<file path="src/shared/mdsca_pkg.sv">
package mdsca_pkg;

   // APB register byte offsets
   localparam logic [7:0] MDSCA_FC1_OFF    = 8'h00;
   localparam logic [7:0] MDSCA_FC2_OFF    = 8'h04;
   localparam logic [7:0] MDSCA_BUF1_OFF   = 8'h08;
   localparam logic [7:0] MDSCA_BUF2_OFF   = 8'h0C;
   localparam logic [7:0] MDSCA_IRQ_ST_OFF = 8'h10;
   localparam logic [7:0] MDSCA_IRQ_MK_OFF = 8'h14;
   localparam logic [7:0] MDSCA_STATE_OFF  = 8'h18;

   // Field positions in function_control_one
   localparam int MDSCA_SOFT_BIT = 0;
   localparam int MDSCA_HARD_BIT = 1;
   // Field positions in function_control_two
   localparam int MDSCA_AUTO_BIT = 7;
   localparam int MDSCA_MAST_BIT = 6;
   localparam int MDSCA_LOST_BIT = 5;
   localparam int MDSCA_MASK_BIT = 4;
   localparam int MDSCA_OFS_LSB  = 0;

   // Reset values
   localparam logic [7:0] MDSCA_FC1_RST = 8'h00;
   localparam logic [7:0] MDSCA_FC2_RST = 8'h00;

   // Divider: sync clock is system clock divided by 4
   localparam int         MDSCA_DIV       = 4;
   localparam logic [1:0] MDSCA_PHASE_MAX = 2'(MDSCA_DIV - 1);
   // Sync clock high during phases 0..1
   localparam logic [1:0] MDSCA_HIGH_LAST = 2'h1;

   // Interrupt status bits
   localparam int MDSCA_IRQ_LOST = 0;
   localparam int MDSCA_IRQ_UPD  = 1;
   localparam int MDSCA_IRQ_W    = 2;

   typedef enum logic [2:0]
   {
      MDSCA_UPD_IDLE = 3'b001,
      MDSCA_UPD_WAIT = 3'b010,
      MDSCA_UPD_HELD = 3'b100
   } mdsca_upd_t;

endpackage : mdsca_pkg
</file>
<file path="src/hdl/mdsca_top.sv">
// Notes on behaviour
// Auto alignment runs only when enabled
// Master emits one-cycle pulse every four cycles
// Master bit low makes device a slave
// Slave stalls divider one cycle on mismatch
// Slave aligns within three sync periods
// Two-bit offset compensates pulse delay, resets 00
// Lost status sets on mismatch, clears on read
// Alignment runs regardless of mask; mask holds status low
// Update clearing soft bit stalls once
// With hard bit set, each sync input rising edge stalls once
// Each stall shifts phase one system period
// Manual modes leave sync output unused
// Controller repeats stalls until aligned
// Sync clock is system clock divided four
// Buffer copies to active on update
// Update strobe held over one sync period
// Update sampled on sync clock edge
// Controller delivers update coincidentally to all
// Strobe and sync input synchronised twice
module mdsca_top
   import mdsca_pkg::*;
(
   input  wire logic        pclk,
   input  wire logic        presetn,
   input  wire logic        psel,
   input  wire logic        penable,
   input  wire logic        pwrite,
   input  wire logic [7:0]  paddr,
   input  wire logic [31:0] pwdata,
   output logic [31:0]      prdata,
   output logic             pready,
   output logic             pslverr,
   input  wire logic        sync_pulse_in,
   input  wire logic        update_strobe,
   output logic             sync_pulse_out,
   output logic             sync_clk_out,
   output logic             irq
);

   typedef struct packed {
      logic [1:0]             sin_sync;
      logic [1:0]             upd_sync;
      logic                   sin_prev;
      logic                   upd_prev;
      logic [1:0]             phase;
      logic [7:0]             buf1;
      logic [7:0]             buf2;
      logic [7:0]             fc1;
      logic [7:0]             fc2;
      logic                   lost;
      logic [MDSCA_IRQ_W-1:0] irq_st;
      logic [MDSCA_IRQ_W-1:0] irq_mk;
      mdsca_upd_t             upd;
      logic [31:0]            prdata;
      logic                   pready;
      logic                   pslverr;
      logic                   pulse_out;
      logic                   sclk;
      logic                   irq;
   } mdsca_state_t;

   mdsca_state_t r;
   mdsca_state_t next_r;

   logic       sin_s;
   logic       upd_s;
   logic       sin_rise;
   logic       upd_rise;
   logic       auto_on;
   logic       master;
   logic       in_manual;
   logic [1:0] expect_phase;
   logic       stall;
   logic       mismatch;
   logic       soft_stall;
   logic       acc;
   logic       wr;
   logic       rd;
   logic       commit;

   always_comb
   begin
      next_r    = r;
      sin_s     = r.sin_sync[1];
      upd_s     = r.upd_sync[1];
      sin_rise  = sin_s & ~r.sin_prev;
      upd_rise  = upd_s & ~r.upd_prev;
      master    = r.fc2[MDSCA_MAST_BIT];
      in_manual = r.fc1[MDSCA_SOFT_BIT] | r.fc1[MDSCA_HARD_BIT];
      auto_on   = r.fc2[MDSCA_AUTO_BIT] & ~in_manual;
      acc       = psel & penable & ~r.pready;
      wr        = acc & pwrite;
      rd        = acc & ~pwrite;
      commit    = 1'b0;
      soft_stall = 1'b0;

      // Two-stage synchronisers; first stage feeds only the second
      next_r.sin_sync = {r.sin_sync[0], sync_pulse_in};
      next_r.upd_sync = {r.upd_sync[0], update_strobe};
      next_r.sin_prev = sin_s;
      next_r.upd_prev = upd_s;

      // Update strobe seen on a sync clock rising edge, once per assertion
      case (r.upd)
         MDSCA_UPD_IDLE:
         begin
            if (upd_rise)
            begin
               next_r.upd = MDSCA_UPD_WAIT;
            end
         end
         MDSCA_UPD_WAIT:
         begin
            if (r.phase == MDSCA_PHASE_MAX)
            begin
               commit     = 1'b1;
               next_r.upd = MDSCA_UPD_HELD;
            end
         end
         MDSCA_UPD_HELD:
         begin
            if (!upd_s)
            begin
               next_r.upd = MDSCA_UPD_IDLE;
            end
         end
         default:
         begin
            next_r.upd = MDSCA_UPD_IDLE;
         end
      endcase

      if (commit)
      begin
         // Buffered control becomes active only here
         next_r.fc1 = r.buf1;
         next_r.fc2 = {r.buf2[7:6], r.fc2[MDSCA_LOST_BIT], r.buf2[4:0]};
         if (r.fc1[MDSCA_SOFT_BIT] && !r.buf1[MDSCA_SOFT_BIT])
         begin
            soft_stall = 1'b1;
         end
      end

      // Slave compares divider phase with the delayed master pulse
      expect_phase = 2'(r.fc2[1:0] + 2'h1);
      mismatch = auto_on & ~master & sin_rise & (r.phase != expect_phase);

      stall = soft_stall
            | (r.fc1[MDSCA_HARD_BIT] & sin_rise)
            | mismatch;

      // Divide-by-4; a stall holds the phase one cycle
      if (!stall)
      begin
         next_r.phase = 2'(r.phase + 2'h1);
      end
      next_r.sclk = (next_r.phase <= MDSCA_HIGH_LAST);

      // Master pulse on phase 0, one cycle wide
      next_r.pulse_out = auto_on & master & (next_r.phase == 2'h0);

      // Lost status, held low by mask
      if (r.fc2[MDSCA_MASK_BIT])
      begin
         next_r.lost = 1'b0;
      end
      else if (mismatch)
      begin
         next_r.lost = 1'b1;
      end
      else if (rd && paddr == MDSCA_FC2_OFF)
      begin
         next_r.lost = 1'b0;
      end

      // APB access, one wait state
      next_r.pready  = acc;
      next_r.pslverr = 1'b0;
      if (acc)
      begin
         next_r.prdata = 32'h0;
      end
      if (paddr == MDSCA_FC1_OFF)
      begin
         if (wr)
         begin
            next_r.buf1 = pwdata[7:0];
         end
         if (rd)
         begin
            next_r.prdata = {24'h0, r.fc1};
         end
      end
      else if (paddr == MDSCA_FC2_OFF)
      begin
         if (wr)
         begin
            next_r.buf2 = pwdata[7:0];
         end
         if (rd)
         begin
            next_r.prdata = {24'h0, r.fc2[7:6], r.lost, r.fc2[4:0]};
         end
      end
      else if (paddr == MDSCA_BUF1_OFF)
      begin
         if (rd)
         begin
            next_r.prdata = {24'h0, r.buf1};
         end
      end
      else if (paddr == MDSCA_BUF2_OFF)
      begin
         if (rd)
         begin
            next_r.prdata = {24'h0, r.buf2};
         end
      end
      else if (paddr == MDSCA_IRQ_ST_OFF)
      begin
         if (wr)
         begin
            next_r.irq_st = r.irq_st & ~pwdata[MDSCA_IRQ_W-1:0];
         end
         if (rd)
         begin
            next_r.prdata = {30'h0, r.irq_st};
         end
      end
      else if (paddr == MDSCA_IRQ_MK_OFF)
      begin
         if (wr)
         begin
            next_r.irq_mk = pwdata[MDSCA_IRQ_W-1:0];
         end
         if (rd)
         begin
            next_r.prdata = {30'h0, r.irq_mk};
         end
      end
      else if (paddr == MDSCA_STATE_OFF)
      begin
         if (rd)
         begin
            next_r.prdata = {28'h0, r.upd != MDSCA_UPD_IDLE, r.sclk, r.phase};
         end
      end
      else if (acc)
      begin
         next_r.pslverr = 1'b1;
      end

      // Events set after the clear so a coincident set wins
      if (mismatch)
      begin
         next_r.irq_st[MDSCA_IRQ_LOST] = 1'b1;
      end
      if (commit)
      begin
         next_r.irq_st[MDSCA_IRQ_UPD] = 1'b1;
      end
      next_r.irq = |(next_r.irq_st & next_r.irq_mk);
   end

   always_ff @(posedge pclk or negedge presetn)
   begin
      if (!presetn)
      begin
         r        <= '0;
         r.fc1    <= MDSCA_FC1_RST;
         r.fc2    <= MDSCA_FC2_RST;
         r.buf1   <= MDSCA_FC1_RST;
         r.buf2   <= MDSCA_FC2_RST;
         r.upd    <= MDSCA_UPD_IDLE;
         r.sclk   <= 1'b1;
         r.sin_sync <= 2'h3;
         r.sin_prev <= 1'b1;
      end
      else
      begin
         r <= next_r;
      end
   end

   assign prdata         = r.prdata;
   assign pready         = r.pready;
   assign pslverr        = r.pslverr;
   assign sync_pulse_out = r.pulse_out;
   assign sync_clk_out   = r.sclk;
   assign irq            = r.irq;

endmodule : mdsca_top

</file>
<file path="config.mk">
export PLATFORM = sky130hd
export DESIGN_NAME = mdsca_top
export DESIGN_NICKNAME = d
export VERILOG_FILES = /design/src/shared/mdsca_pkg.sv /design/src/hdl/mdsca_top.sv
export SDC_FILE = /design/constraint.sdc
export NUM_CORES = 1
export LEC_CHECK = 0
export ABC_AREA = 0
export ABC_CLOCK_PERIOD_IN_PS = 3600
export BUFFER_PORTS_ARGS = -buffer_cell sky130_fd_sc_hd__buf_2
export CORE_AREA = 3 3 83 164
export CTS_BUF_LIST = sky130_fd_sc_hd__clkbuf_4
export DETAILED_ROUTE_END_ITERATION = 10
export DIE_AREA = 0 0 86 167
export GPL_TIMING_DRIVEN = 0
export RECOVER_POWER = 100
export SETUP_SLACK_MARGIN = 0.5
export SLEW_MARGIN = 5
export SYNTH_ARGS = -nofsm -noshare
export SYNTH_HDL_FRONTEND = slang
export SYNTH_SLANG_ARGS = --single-unit
</file>
<file path="constraint.sdc">
create_clock -name pclk -period 3.6 [get_ports pclk]
set_input_delay 0.18 -clock pclk [delete_from_list [all_inputs] [get_ports pclk]]
set_output_delay 0.18 -clock pclk [all_outputs]
set_load 0.005 [all_outputs]
</file>
==> results.md, run 1 <==
- CP max stage cell: clkbuf_2
- RSZ-0062 raised after global routing: false
- Seq pwr share: 0.598
- R2r setup slk: 1.13 ns
- Initial Util: 0.297
- Die width: 86 um
- CTS tree: done
- Die H: 167 um
- Worst Reg2Reg Path Length in Cells: 5
- DR iter-0 viols: between 150 and 200
- TritonCTS Sinks: 84
- Setup TNS: 0 ns
- Num CTS Buffers: 9
- Net switching fraction of the power: 0.249
- Cell row count: 58
- Initial antenna violation count: 1
- Num ports: 84
- Area grow syn2layout: 18.3%
- Comb power frac: 0.084
- Antenna viol nets, final: 0
- Top achievable clock speed: about 400 MHz
- Overall routing resource usage: 0.122
- Violated checks: max-capacitance violations, max-slew violations
- Final Skew: 0.0205 ns
- Root buffer cell: clkbuf_4
- Synth cell types: 41
- Clock Path Buffers: 2
- Worst setup slack after placement: 1.11 ns
- DRC: 0
- Endpoints failing setup: 0
- Final Critical Period: 2.49 ns
- Crit. End Element: async pin
- WP data required: roughly 3.8 ns
- VDD IR max: 0.130 mV
- Final Slew Violations: 70
- CORE AREA: 0.0126 mm2
- RR Startpoint: r[78]
- Final Hold Viols: 0
- Synthesized instance count: 299
- R2r endpoint: r[53]
- Final worst slack: 1.11 ns
- Yosys reg bits: 84
- PortBufs: 58
- Leakage: 2.16 nW
- Detail Placement HPWL: approximately 6300 um
- Startpoint Class: input port
- Final Cycle Share: 0.692
- Worst slew margin: -0.131
- Number of synthesized flops with an enable pin: 0
- Critical path arrival: ~2.7 ns
- Max-cap violation count: 1
- Net count after synthesis: about 350
- Power Dens Cells: 375 mW/mm2
- Syn avg cell area: 12.5 um2
- Synth warn: 0
- WL per Instance: 15.5 um
- Tightest Pin Transition: 1.70 ns
- WHS Endpoint: r[61]
- GPL Wtd Cong: roughly 0.86
- Nets: 426
- Clock share of power: 0.317
- Largest fanout on the critical path: 69
- Mapped cell area: 0.00373 mm2
- Die footprint: approximately 0.014 mm2
- CP peak stage delay: 1.36 ns
- Largest net degree at the start of global routing: 70
- Total Wirelength: a little over 8000 um
- GRT overflow: 0
- Top FF cell, synth: dfrtp_1
- Post-synth ARST share: 1.00
- Setup Fix Bufs, Post-CTS: 0
- Kind of critical path: input port to async pin
- Drt first pass iters: 5
- Worst Hold Class: input port to flop
- Hold depth: 2
- Status: complete, but fails checks
- Average via count per standard cell: 4.66
- Worst-path cell chain: dlygate4sd3_1, clkbuf_1, clkbuf_2
- Post-synthesis sequential area ratio: 0.565
- Hold Slack: 0.0997 ns
- Clk pin slew, worst setup/hold paths: 0.11 ns
- Share of layout cells above drive strength 1: 0.360
- First-pass GRT wire length: 13500 um
- Hold_sp: pwdata[0]
- Switching pwr: around 0.00041 W
- H-Tree Depth: 3
- Internal: 0.00124 W
- Number of global-route vias before repair: 2693
- Via count: 2489
- Worst skew pair latency: 0.43 ns
[final cells by class]
class / instances / area [um2]
diodes: 1 / 2.50
fillers: 1285 / 8140
inverters: 8 / 30.0
repair buffers: 68 / 370
clock buffers: 10 / 75.1
flip-flops and latches: 84 / 2110
well taps: 150 / 188
clock inverters: 6 / 55.1
plain buffers: 48 / 302
multi-input cells: 159 / 1290
[flip-flops by register name (all words and copies together), names as in the netlist]
signal / cells
pready: 1
pslverr: 1
irq: 1
master: 1
sync_pulse_out: 1
r: 42
sync_clk_out: 1
prdata: 32
next_r: 4
[layer usage]
layer | track usage | part of all wire | up-vias
met4 | 0.0855 | 0.044 | 0
li1 | - | - | 1184
met5 | 0 | 0 | -
met2 | 0.210 | 0.55 | 72
met3 | 0.0208 | 0.037 | 21
met1 | 0.133 | 0.37 | 1212
[Yosys cell counts, drive strengths merged, types with 5 or more instances]
cell type	instances	area share
dfrtp	79	0.53
mux2	36	0.11
buf	34	0.066
and2	26	0.044
clkbuf	14	0.014
inv	8	0.0080
nor2	8	0.0080
a21oi	7	0.0094
a32o	6	0.016
nand3	6	0.0080
nand3b	6	0.012
nor4	6	0.010
o21ai	6	0.0080
dfstp	5	0.035
[worst max-delay path, delay by kind of cell]
kind / cells / cell delay (ns)
buffers and inverters: 3 / 2.49
[per-stage QoR]
stage	std cells	cell area (um2)	power, W	util
2_1_floorplan	299	3730	0.00108	-
3_5_place_dp	508	4240	0.00115	0.338
3_3_place_gp	507	4210	0.00114	0.335
6_report	534	4420	0.00166	0.352
4_1_cts	533	4460	0.00170	0.355
5_1_grt	534	4420	0.00175	0.352
[worst max-delay path by stage]
stage / to / slack, ns / start
after CTS: r[53] / 1.09 / r[78]
final: r[57] / 1.11 / presetn
after detailed placement: master / 1.11 / r[78]
after global routing: r[52] / 0.55 / presetn
after floorplan: master / 1.64 / r[78]
after global placement: r[45] / 1.15 / r[78]
[cell usage in the layout (no fill, tap or decap), types with 6 or more instances in the layout]
| cell type | instances |
|---|---|
| nor4_1 | 6 |
| clkbuf_4 | 34 |
| dlygate4sd3_1 | 9 |
| a32o_1 | 6 |
| nor2_1 | 8 |
| a21oi_1 | 7 |
| buf_4 | 8 |
| mux2_2 | 34 |
| inv_1 | 8 |
| clkbuf_1 | 27 |
| buf_2 | 46 |
| and2_0 | 8 |
| o21ai_0 | 6 |
| nand3b_1 | 6 |
| dfrtp_1 | 79 |
| nand3_1 | 6 |
| and2_1 | 18 |
[logic make-up (layout without fill, tap and decap cells)]
logic type	Yosys count	count (layout)	share of synthesized area
DFF	84	84	0.565
and+or+nand+nor	81	81	0.137
buffers and inverters	56	140	0.0888
muxes	43	43	0.141
AOI/OAI and AO/OA	32	32	0.0603
xor gates and xnor gates	2	2	0.00469
adders and majority gates	1	1	0.00335
other	0	1	0
[power by group through the flow]
stage | logic (W) | clock network, W | registers, W
3_3_place_gp | 0.000134 | 0 | 0.00101
5_1_grt | 0.000159 | 0.000598 | 0.000996
6_report | 0.000140 | 0.000525 | 0.000992
4_1_cts | 0.000149 | 0.000552 | 0.000994
3_5_place_dp | 0.000142 | 0 | 0.00101
2_1_floorplan | 0.0000748 | 0 | 0.00101
[repair_timing]
action,4_1_cts,5_1_grt
hold buffers,9,0
resized for setup,0,0
endpoints found under the hold margin,96,0
(Power assumes the default switching activity.)
==> run 2, diff against run 1 <==
--- a/config.mk
+++ b/config.mk
@@ -6,7 +6,7 @@
 export NUM_CORES = 1
 export LEC_CHECK = 0
 export ABC_AREA = 0
-export ABC_CLOCK_PERIOD_IN_PS = 3600
+export ABC_CLOCK_PERIOD_IN_PS = 2100
 export BUFFER_PORTS_ARGS = -buffer_cell sky130_fd_sc_hd__buf_2
 export CORE_AREA = 3 3 83 164
 export CTS_BUF_LIST = sky130_fd_sc_hd__clkbuf_4
==> constraint.sdc (replaced) <==
create_clock -name pclk -period 2.1 [get_ports pclk]
set_input_delay 0.105 -clock pclk [delete_from_list [all_inputs] [get_ports pclk]]
set_output_delay 0.105 -clock pclk [all_outputs]
set_load 0.005 [all_outputs]
==> run 2 against run 1 <==
The flow now finishes without violations. Sequential power increased by 71%. Sequential share of layout area fell by 3.2 points. Cell area rose by 7.4%. Highest routed layer unchanged. Clock power up 100%. Register-to-register slack lost 0.87 ns. First-iteration DRC count is 30% lower. Hold slack gained 0.071 ns. Clock-buffer cell count did not move.
==> results.md, run 2 (synthesis gave the netlist of run 1 again) <==
- Status: finished clean
- Setup TNS: 0 ns (unchanged)
- Footprint of the multi-input gates: 0.00137 mm2 (+6.2%)
- Power Dens Cells: 643 mW/mm2 (+71%)
- Max-cap violation count: 0 (-1)
- RSZ-0062 raised after global routing: true
- Post-Place Cells: 508 (unchanged)
- Drt first pass iters: 4 (-1)
- WP data required: 2.42 ns (-1.41 ns)
- Detail Placement HPWL: 6120 um (-2.8%)
- Endpoints failing setup: 0 (unchanged)
- Die width: 86 um (unchanged)
- CP max stage cell: dfrtp_1
- Largest net degree at the start of global routing: 45 (-36%)
- Via count: 2589 (+4.0%)
- Leakage: 2.30 nW (+6.7%)
- H-Tree Depth: 3 (unchanged)
- Fillers: 1247 (-3.0%)
- CTS tree: done
- Share of layout cells above drive strength 1: 0.422 (+0.0615)
- Worst skew pair latency: 0.44 ns (about the same)
- Root buffer cell: clkbuf_4
- Clk pin slew, worst setup/hold paths: 0.14 ns (+0.03 ns)
- Overall routing resource usage: 0.122 (-0.000491)
- Final Non-Filler Cells: 554 (+3.7%)
- Critical path arrival: 2.16 ns (-0.56 ns)
- Worst-path cell chain: ha_1, nor4bb_1, clkbuf_1, a32o_1, a31o_2, mux2_2
- Most frequent cells in the layout: dfrtp_1 (78), buf_2 (47), clkbuf_4 (39), mux2_2 (33), clkbuf_1 (24)
- PortBufs: 58 (unchanged)
- DR top layer: met4
- Largest fanout on the critical path: 3 (-96%)
- Largest Register: r
- Area after DPL: 0.00428 mm2 (+0.86%)
- Most common cell after layout, fill and taps aside: dfrtp_1
- Top achievable clock speed: ~540 MHz
- WP buf/inv: 1 (-2)
- Worst slew margin: 0.266 (+0.397)
- Hold Slack: 0.170 ns (+0.0706 ns)
- WL met3: 367 um (+21%)
- Startpoint Class: flop
- Number of global-route vias before repair: 2622 (-2.6%)
- VDD IR max: 0.282 mV (+120%)
- Final Skew: 0.0171 ns (-0.00346 ns)
- Clock Path Buffers: 2 (unchanged)
- Die H: 167 um (unchanged)
- Register area: 0.00211 mm2 (about the same)
- Kind of critical path: flop to flop
- DRC: 0 (unchanged)
- TritonCTS Sinks: 84 (unchanged)
- First-pass GRT wire length: 13500 um (-0.16%)
- Initial Util: 0.297 (unchanged)
- Antenna viol nets, final: 0 (unchanged)
- Worst Hold Class: input port to flop
- Utilization after layout: 0.378 (+0.0259)
- Metal1 wirelength: 3150 um (+3.0%)
- Final instance area: 0.00474 mm2 (+7.4%)
- Total Wirelength: 8440 um (+1.8%)
- DR iter-0 viols: 129 (-30%)
- Nets: 446 (+4.7%)
- Final Critical Period: approximately 1.8 ns
- DR WL met2: 4690 um (+2.9%)
- Crit. End Element: flop
- Area grow syn2layout: 27.0%
- Die footprint: 0.0144 mm2 (unchanged)
- Initial antenna violation count: 1 (unchanged)
- GRT overflow: 0 (unchanged)
- CORE AREA: 0.0126 mm2 (unchanged)
- Final Cycle Share: 0.878
- Average via count per standard cell: 4.67 (+0.26%)
- Final Slew Violations: 0 (-100%)
- Final Hold Viols: 0 (unchanged)
- CP peak stage delay: 0.37 ns (-0.99 ns)
- Cell row count: 58 (unchanged)
- Tightest Pin Transition: 1.10 ns (-0.595 ns)
- Num ports: 84 (unchanged)
- GPL Wtd Cong: 0.837 (-2.3%)
- Num CTS Buffers: 9 (unchanged)
- Family with the most delay on the worst path: flip-flops
- WL per Instance: 15.2 um (-1.8%)
- Max FFs per register: 42 (unchanged)
run 2: cell types whose count changed in the layout (fill, tap and decap cells not counted), sizes merged:
cell	change
bufinv	+1
inv	-1
clkinvlp	+2
clkinv	-2
dlygate4sd3	+2
buf	+13
clkbuf	+5
run 2: area by class of cell:
cell class,instances,share of cell area
plain buffers,48,0.0691
multi-input cells,159,0.288
inverters,8,0.00659
diodes,1,0.000528
clock inverters,6,0.0187
flip-flops and latches,84,0.445
well taps,150,0.0396
clock buffers,10,0.0158
repair buffers,88,0.117
run 2: what timing repair did:
item                       CTS  global route
resized for setup           12            14
cloned                       0             1
hold endpoints to repair    62             0
setup buffers               11             6
hold buffers                11             0
pin swaps                    2             6
setup endpoints to repair   39            38
run 2: worst paths after layout:
| path | from | end | slack (ns) | cells past startpoint |
|---|---|---|---|---|
| max | r[78] | r[78] | 0.26 | 6 |
| max in group asynchronous | presetn | r[37] | 0.84 | 3 |
| min | paddr[4] | r[42] | 0.17 | 4 |
| min in group asynchronous | presetn | r[66] | 0.39 | 2 |
| max reg2reg | r[78] | r[78] | 0.26 | 6 |
| min reg2reg | next_r[84] | next_r[80] | 0.36 | 0 |
run 2: report_power, final:
group          switching [W]  internal (W)  leakage [nW]
logic               0.000163      0.000143          1.09
clock network       0.000550      0.000496        0.0826
registers          0.0000316       0.00167          1.13
run 2: per-stage QoR:
| stage | power [W] | worst slack (ns) |
|---|---|---|
| floorplan | 0.00186 | 0.358 |
| global placement | 0.00197 | 0.0327 |
| detailed placement | 0.00198 | 0.0133 |
| CTS | 0.00309 | 0.292 |
| global route | 0.00320 | 0.164 |
| finish | 0.00305 | 0.255 |
run 2: routing by layer:
metal	vias up	GRT usage
li1	1231	-
met1	1285	0.126
met2	58	0.223
met3	15	0.0287
met4	0	0.0586
met5	-	0
run 2: worst min-delay path, stage by stage:
cell and delay [ns]:
buf_2 0.12, nand3_1 0.07, or4_1 0.12, a32o_1 0.16
==> run 3, diff against run 2 <==
--- a/config.mk
+++ b/config.mk
@@ -8,12 +8,13 @@
 export ABC_AREA = 0
 export ABC_CLOCK_PERIOD_IN_PS = 2100
 export BUFFER_PORTS_ARGS = -buffer_cell sky130_fd_sc_hd__buf_2
-export CORE_AREA = 3 3 83 164
+export CORE_AREA = 3 3 116 118
 export CTS_BUF_LIST = sky130_fd_sc_hd__clkbuf_4
 export DETAILED_ROUTE_END_ITERATION = 10
-export DIE_AREA = 0 0 86 167
+export DIE_AREA = 0 0 119 121
 export GPL_TIMING_DRIVEN = 0
 export RECOVER_POWER = 100
+export REMOVE_ABC_BUFFERS = 1
 export SETUP_SLACK_MARGIN = 0.5
 export SLEW_MARGIN = 5
 export SYNTH_ARGS = -nofsm -noshare
==> run 3 against run 2 <==
Worst setup slack worse by 0.070 ns. Clock-buffer cell count decreased by 1. Sequential power about the same. First-iteration DRC count shrank 36%. Hold slack worse by 0.12 ns. Wire length rose by 0.28%. Fmax down 3.6%. Clock power decreased by 17%. Die area rose by 0.26%. Register-to-register slack lost 0.07 ns. Critical endpoint is now prdata[1]. Largest cell class unchanged. Largest power group unchanged. Highest routed layer unchanged.
==> results.md, run 3 (synthesis gave the netlist of run 1 again) <==
- Status: finished clean
- Fillers: 1291 (+3.5%)
- WL per Instance: 15.9 um (+4.2%)
- Final worst slack: 0.185 ns (-0.0699 ns)
- DRC: 0 (unchanged)
- Initial antenna violation count: 0 (-1)
- Critical path arrival: 2.29 ns (+0.13 ns)
- Leakage: 2.06 nW (-10%)
- Hold_sp: paddr[4]
- Drt first pass iters: 4 (unchanged)
- Worst setup slack after placement: -1.01 ns (-1.03 ns)
- Number of global-route vias before repair: 2525 (-3.7%)
- Initial Util: 0.297 (-0.000326)
- Net switching fraction of the power: 0.254 (+0.00935)
- First-pass GRT wire length: 13500 um (+0.16%)
- Root buffer cell: clkbuf_4
- Final Slew Violations: 0 (unchanged)
- Internal: 0.00215 W (-6.7%)
- Average via count per standard cell: 4.69 (+0.29%)
- CP peak stage delay: 0.42 ns (+0.05 ns)
- Hold depth: 3 (-1)
- Detail Placement HPWL: 5470 um (-11%)
- Kind of critical path: flop to flop
- PortBufs: 59 (+1.7%)
- Area grow syn2layout: 18.3%
- Final Cycle Share: 0.912 (+0.0333)
- Share of layout cells above drive strength 1: 0.346 (-0.0756)
- H-Tree Depth: 3 (unchanged)
- Largest Register: r
- CORE AREA: 0.0126 mm2 (+0.11%)
- Num CTS Buffers: 9 (unchanged)
- Top achievable clock speed: 522 MHz (-3.6%)
- Most common cell after layout, fill and taps aside: dfrtp_1
- CP max stage cell: dfrtp_2
- Footprint of the multi-input gates: 0.00137 mm2 (+0.27%)
- Startpoint Class: flop
- Worst-path cell chain: nand3b_1, clkbuf_4, clkbuf_1, buf_6, nor4_2, buf_4, o2111ai_2, nand3_1
- Nets: 405 (-9.2%)
- Worst Reg2Reg Path Length in Cells: 8 (+2)
- Largest net degree at the start of global routing: 61 (+36%)
- GRT overflow: 0 (unchanged)
- Clock share of power: 0.304 (-0.039)
- RR Startpoint: pready
- Tightest Pin Transition: 1.33 ns (+0.232 ns)
- RSZ-0062 raised after global routing: true
- Clk pin slew, worst setup/hold paths: 0.13 ns (about the same)
- R2r setup slk: 0.19 ns (-0.07 ns)
- Total Wirelength: 8470 um (+0.28%)
- Endpoints failing setup: 0 (unchanged)
- Via count: 2498 (-3.5%)
- Cell row count: 41 (-29%)
- Crit. End Element: flop
- Most frequent cells in the layout: dfrtp_1 (78), buf_2 (41), mux2_2 (34), clkbuf_1 (27), and2_0 (18)
- Largest fanout on the critical path: 3 (unchanged)
- Max FFs per register: 42 (unchanged)
- R2r endpoint: prdata[1]
- Clock Path Buffers: 2 (unchanged)
- Antenna viol nets, final: 0 (unchanged)
- Critical path origin: pready
- Final Critical Period: 1.91 ns (+0.0699 ns)
- Num ports: 84 (unchanged)
- DR iter-0 viols: 82 (-36%)
- WHS Endpoint: prdata[1]
- Final Skew: 0.00890 ns (-0.00817 ns)
- Worst Hold Class: input port to flop
- Setup TNS: 0 ns (unchanged)
- Worst skew pair latency: 0.42 ns (-0.02 ns)
- Diodes inserted: 0 (-1)
- Die H: 121 um (-28%)
- Seq pwr share: 0.589 (+0.033)
- Worst slew margin: 0.111 (-0.155)
- GPL Wtd Cong: 0.746 (-11%)
- Max-cap violation count: 0 (unchanged)
- VDD IR max: 0.308 mV (+9.1%)
- Die footprint: 0.0144 mm2 (+0.26%)
- Register area: 0.00211 mm2 (unchanged)
- TritonCTS Sinks: 84 (unchanged)
- Overall routing resource usage: 0.122 (+0.000304)
- Power Dens Cells: 652 mW/mm2 (+1.4%)
- CTS tree: done
- Comb power frac: 0.106 (+0.005)
- WP data required: 2.48 ns (+0.06 ns)
- Final Hold Viols: 0 (unchanged)
- Switching pwr: 0.000731 W (-1.9%)
- Die width: 119 um (+38%)
-- run 3: final cells by class --
class                   instances  share of cell area
well taps                     172              0.0487
clock inverters                 6              0.0127
clock buffers                   9              0.0153
inverters                       8             0.00850
flip-flops and latches         84               0.477
repair buffers                 94               0.127
multi-input cells             160               0.310
-- run 3: power groups by stage --
stage,sequential (W),combinational [W],clock (W)
global route,0.00170,0.000337,0.00101
detailed placement,0.00174,0.000241,0
CTS,0.00170,0.000306,0.000931
floorplan,0.00172,0.000112,0
finish,0.00170,0.000306,0.000876
global placement,0.00173,0.000221,0
-- run 3: worst max-delay path by stage --
stage	end	slack, ns	cells past startpoint
finish	prdata[1]	0.19	8
global route	prdata[1]	0.08	8
CTS	irq	0.20	5
detailed placement	r[69]	-1.01	4
global placement	r[78]	-2.34	5
floorplan	r[78]	-1.10	5
-- run 3: stage by stage --
stage	std cells	area, um2	total power (W)	utilization	hold slack [ns]
floorplan	251	3430	0.00184	-	-0.191
global placement	482	3940	0.00195	0.314	0.217
detailed placement	484	4010	0.00198	0.319	0.0270
CTS	525	4420	0.00294	0.352	0.0185
global route	533	4420	0.00305	0.352	0.0234
finish	533	4420	0.00288	0.352	0.0481
-- run 3: metal layers --
metal  share of wire  up-vias  track usage
li1                -     1148            -
met1            0.44     1261        0.163
met2            0.48       81        0.195
met3           0.069        8       0.0336
met4           0.011        0       0.0369
met5               0        -            0
-- run 3: critical path, delay by kind of cell, from the launching register on --
family,cells,cell delay (ns)
buf+inv,4,0.75
simple gates,3,0.57
flops,1,0.42
compound gates,1,0.12
-- run 3: timing repair --
| action | 4_1_cts | 5_1_grt |
|---|---|---|
| hold buffers | 11 | 0 |
| endpoints found under the hold margin | 99 | 0 |
| gates cloned | 1 | 0 |
| setup buffers | 14 | 8 |
| pin swaps | 7 | 4 |
| gates resized for setup | 16 | 10 |
| setup endpoints to repair | 74 | 44 |
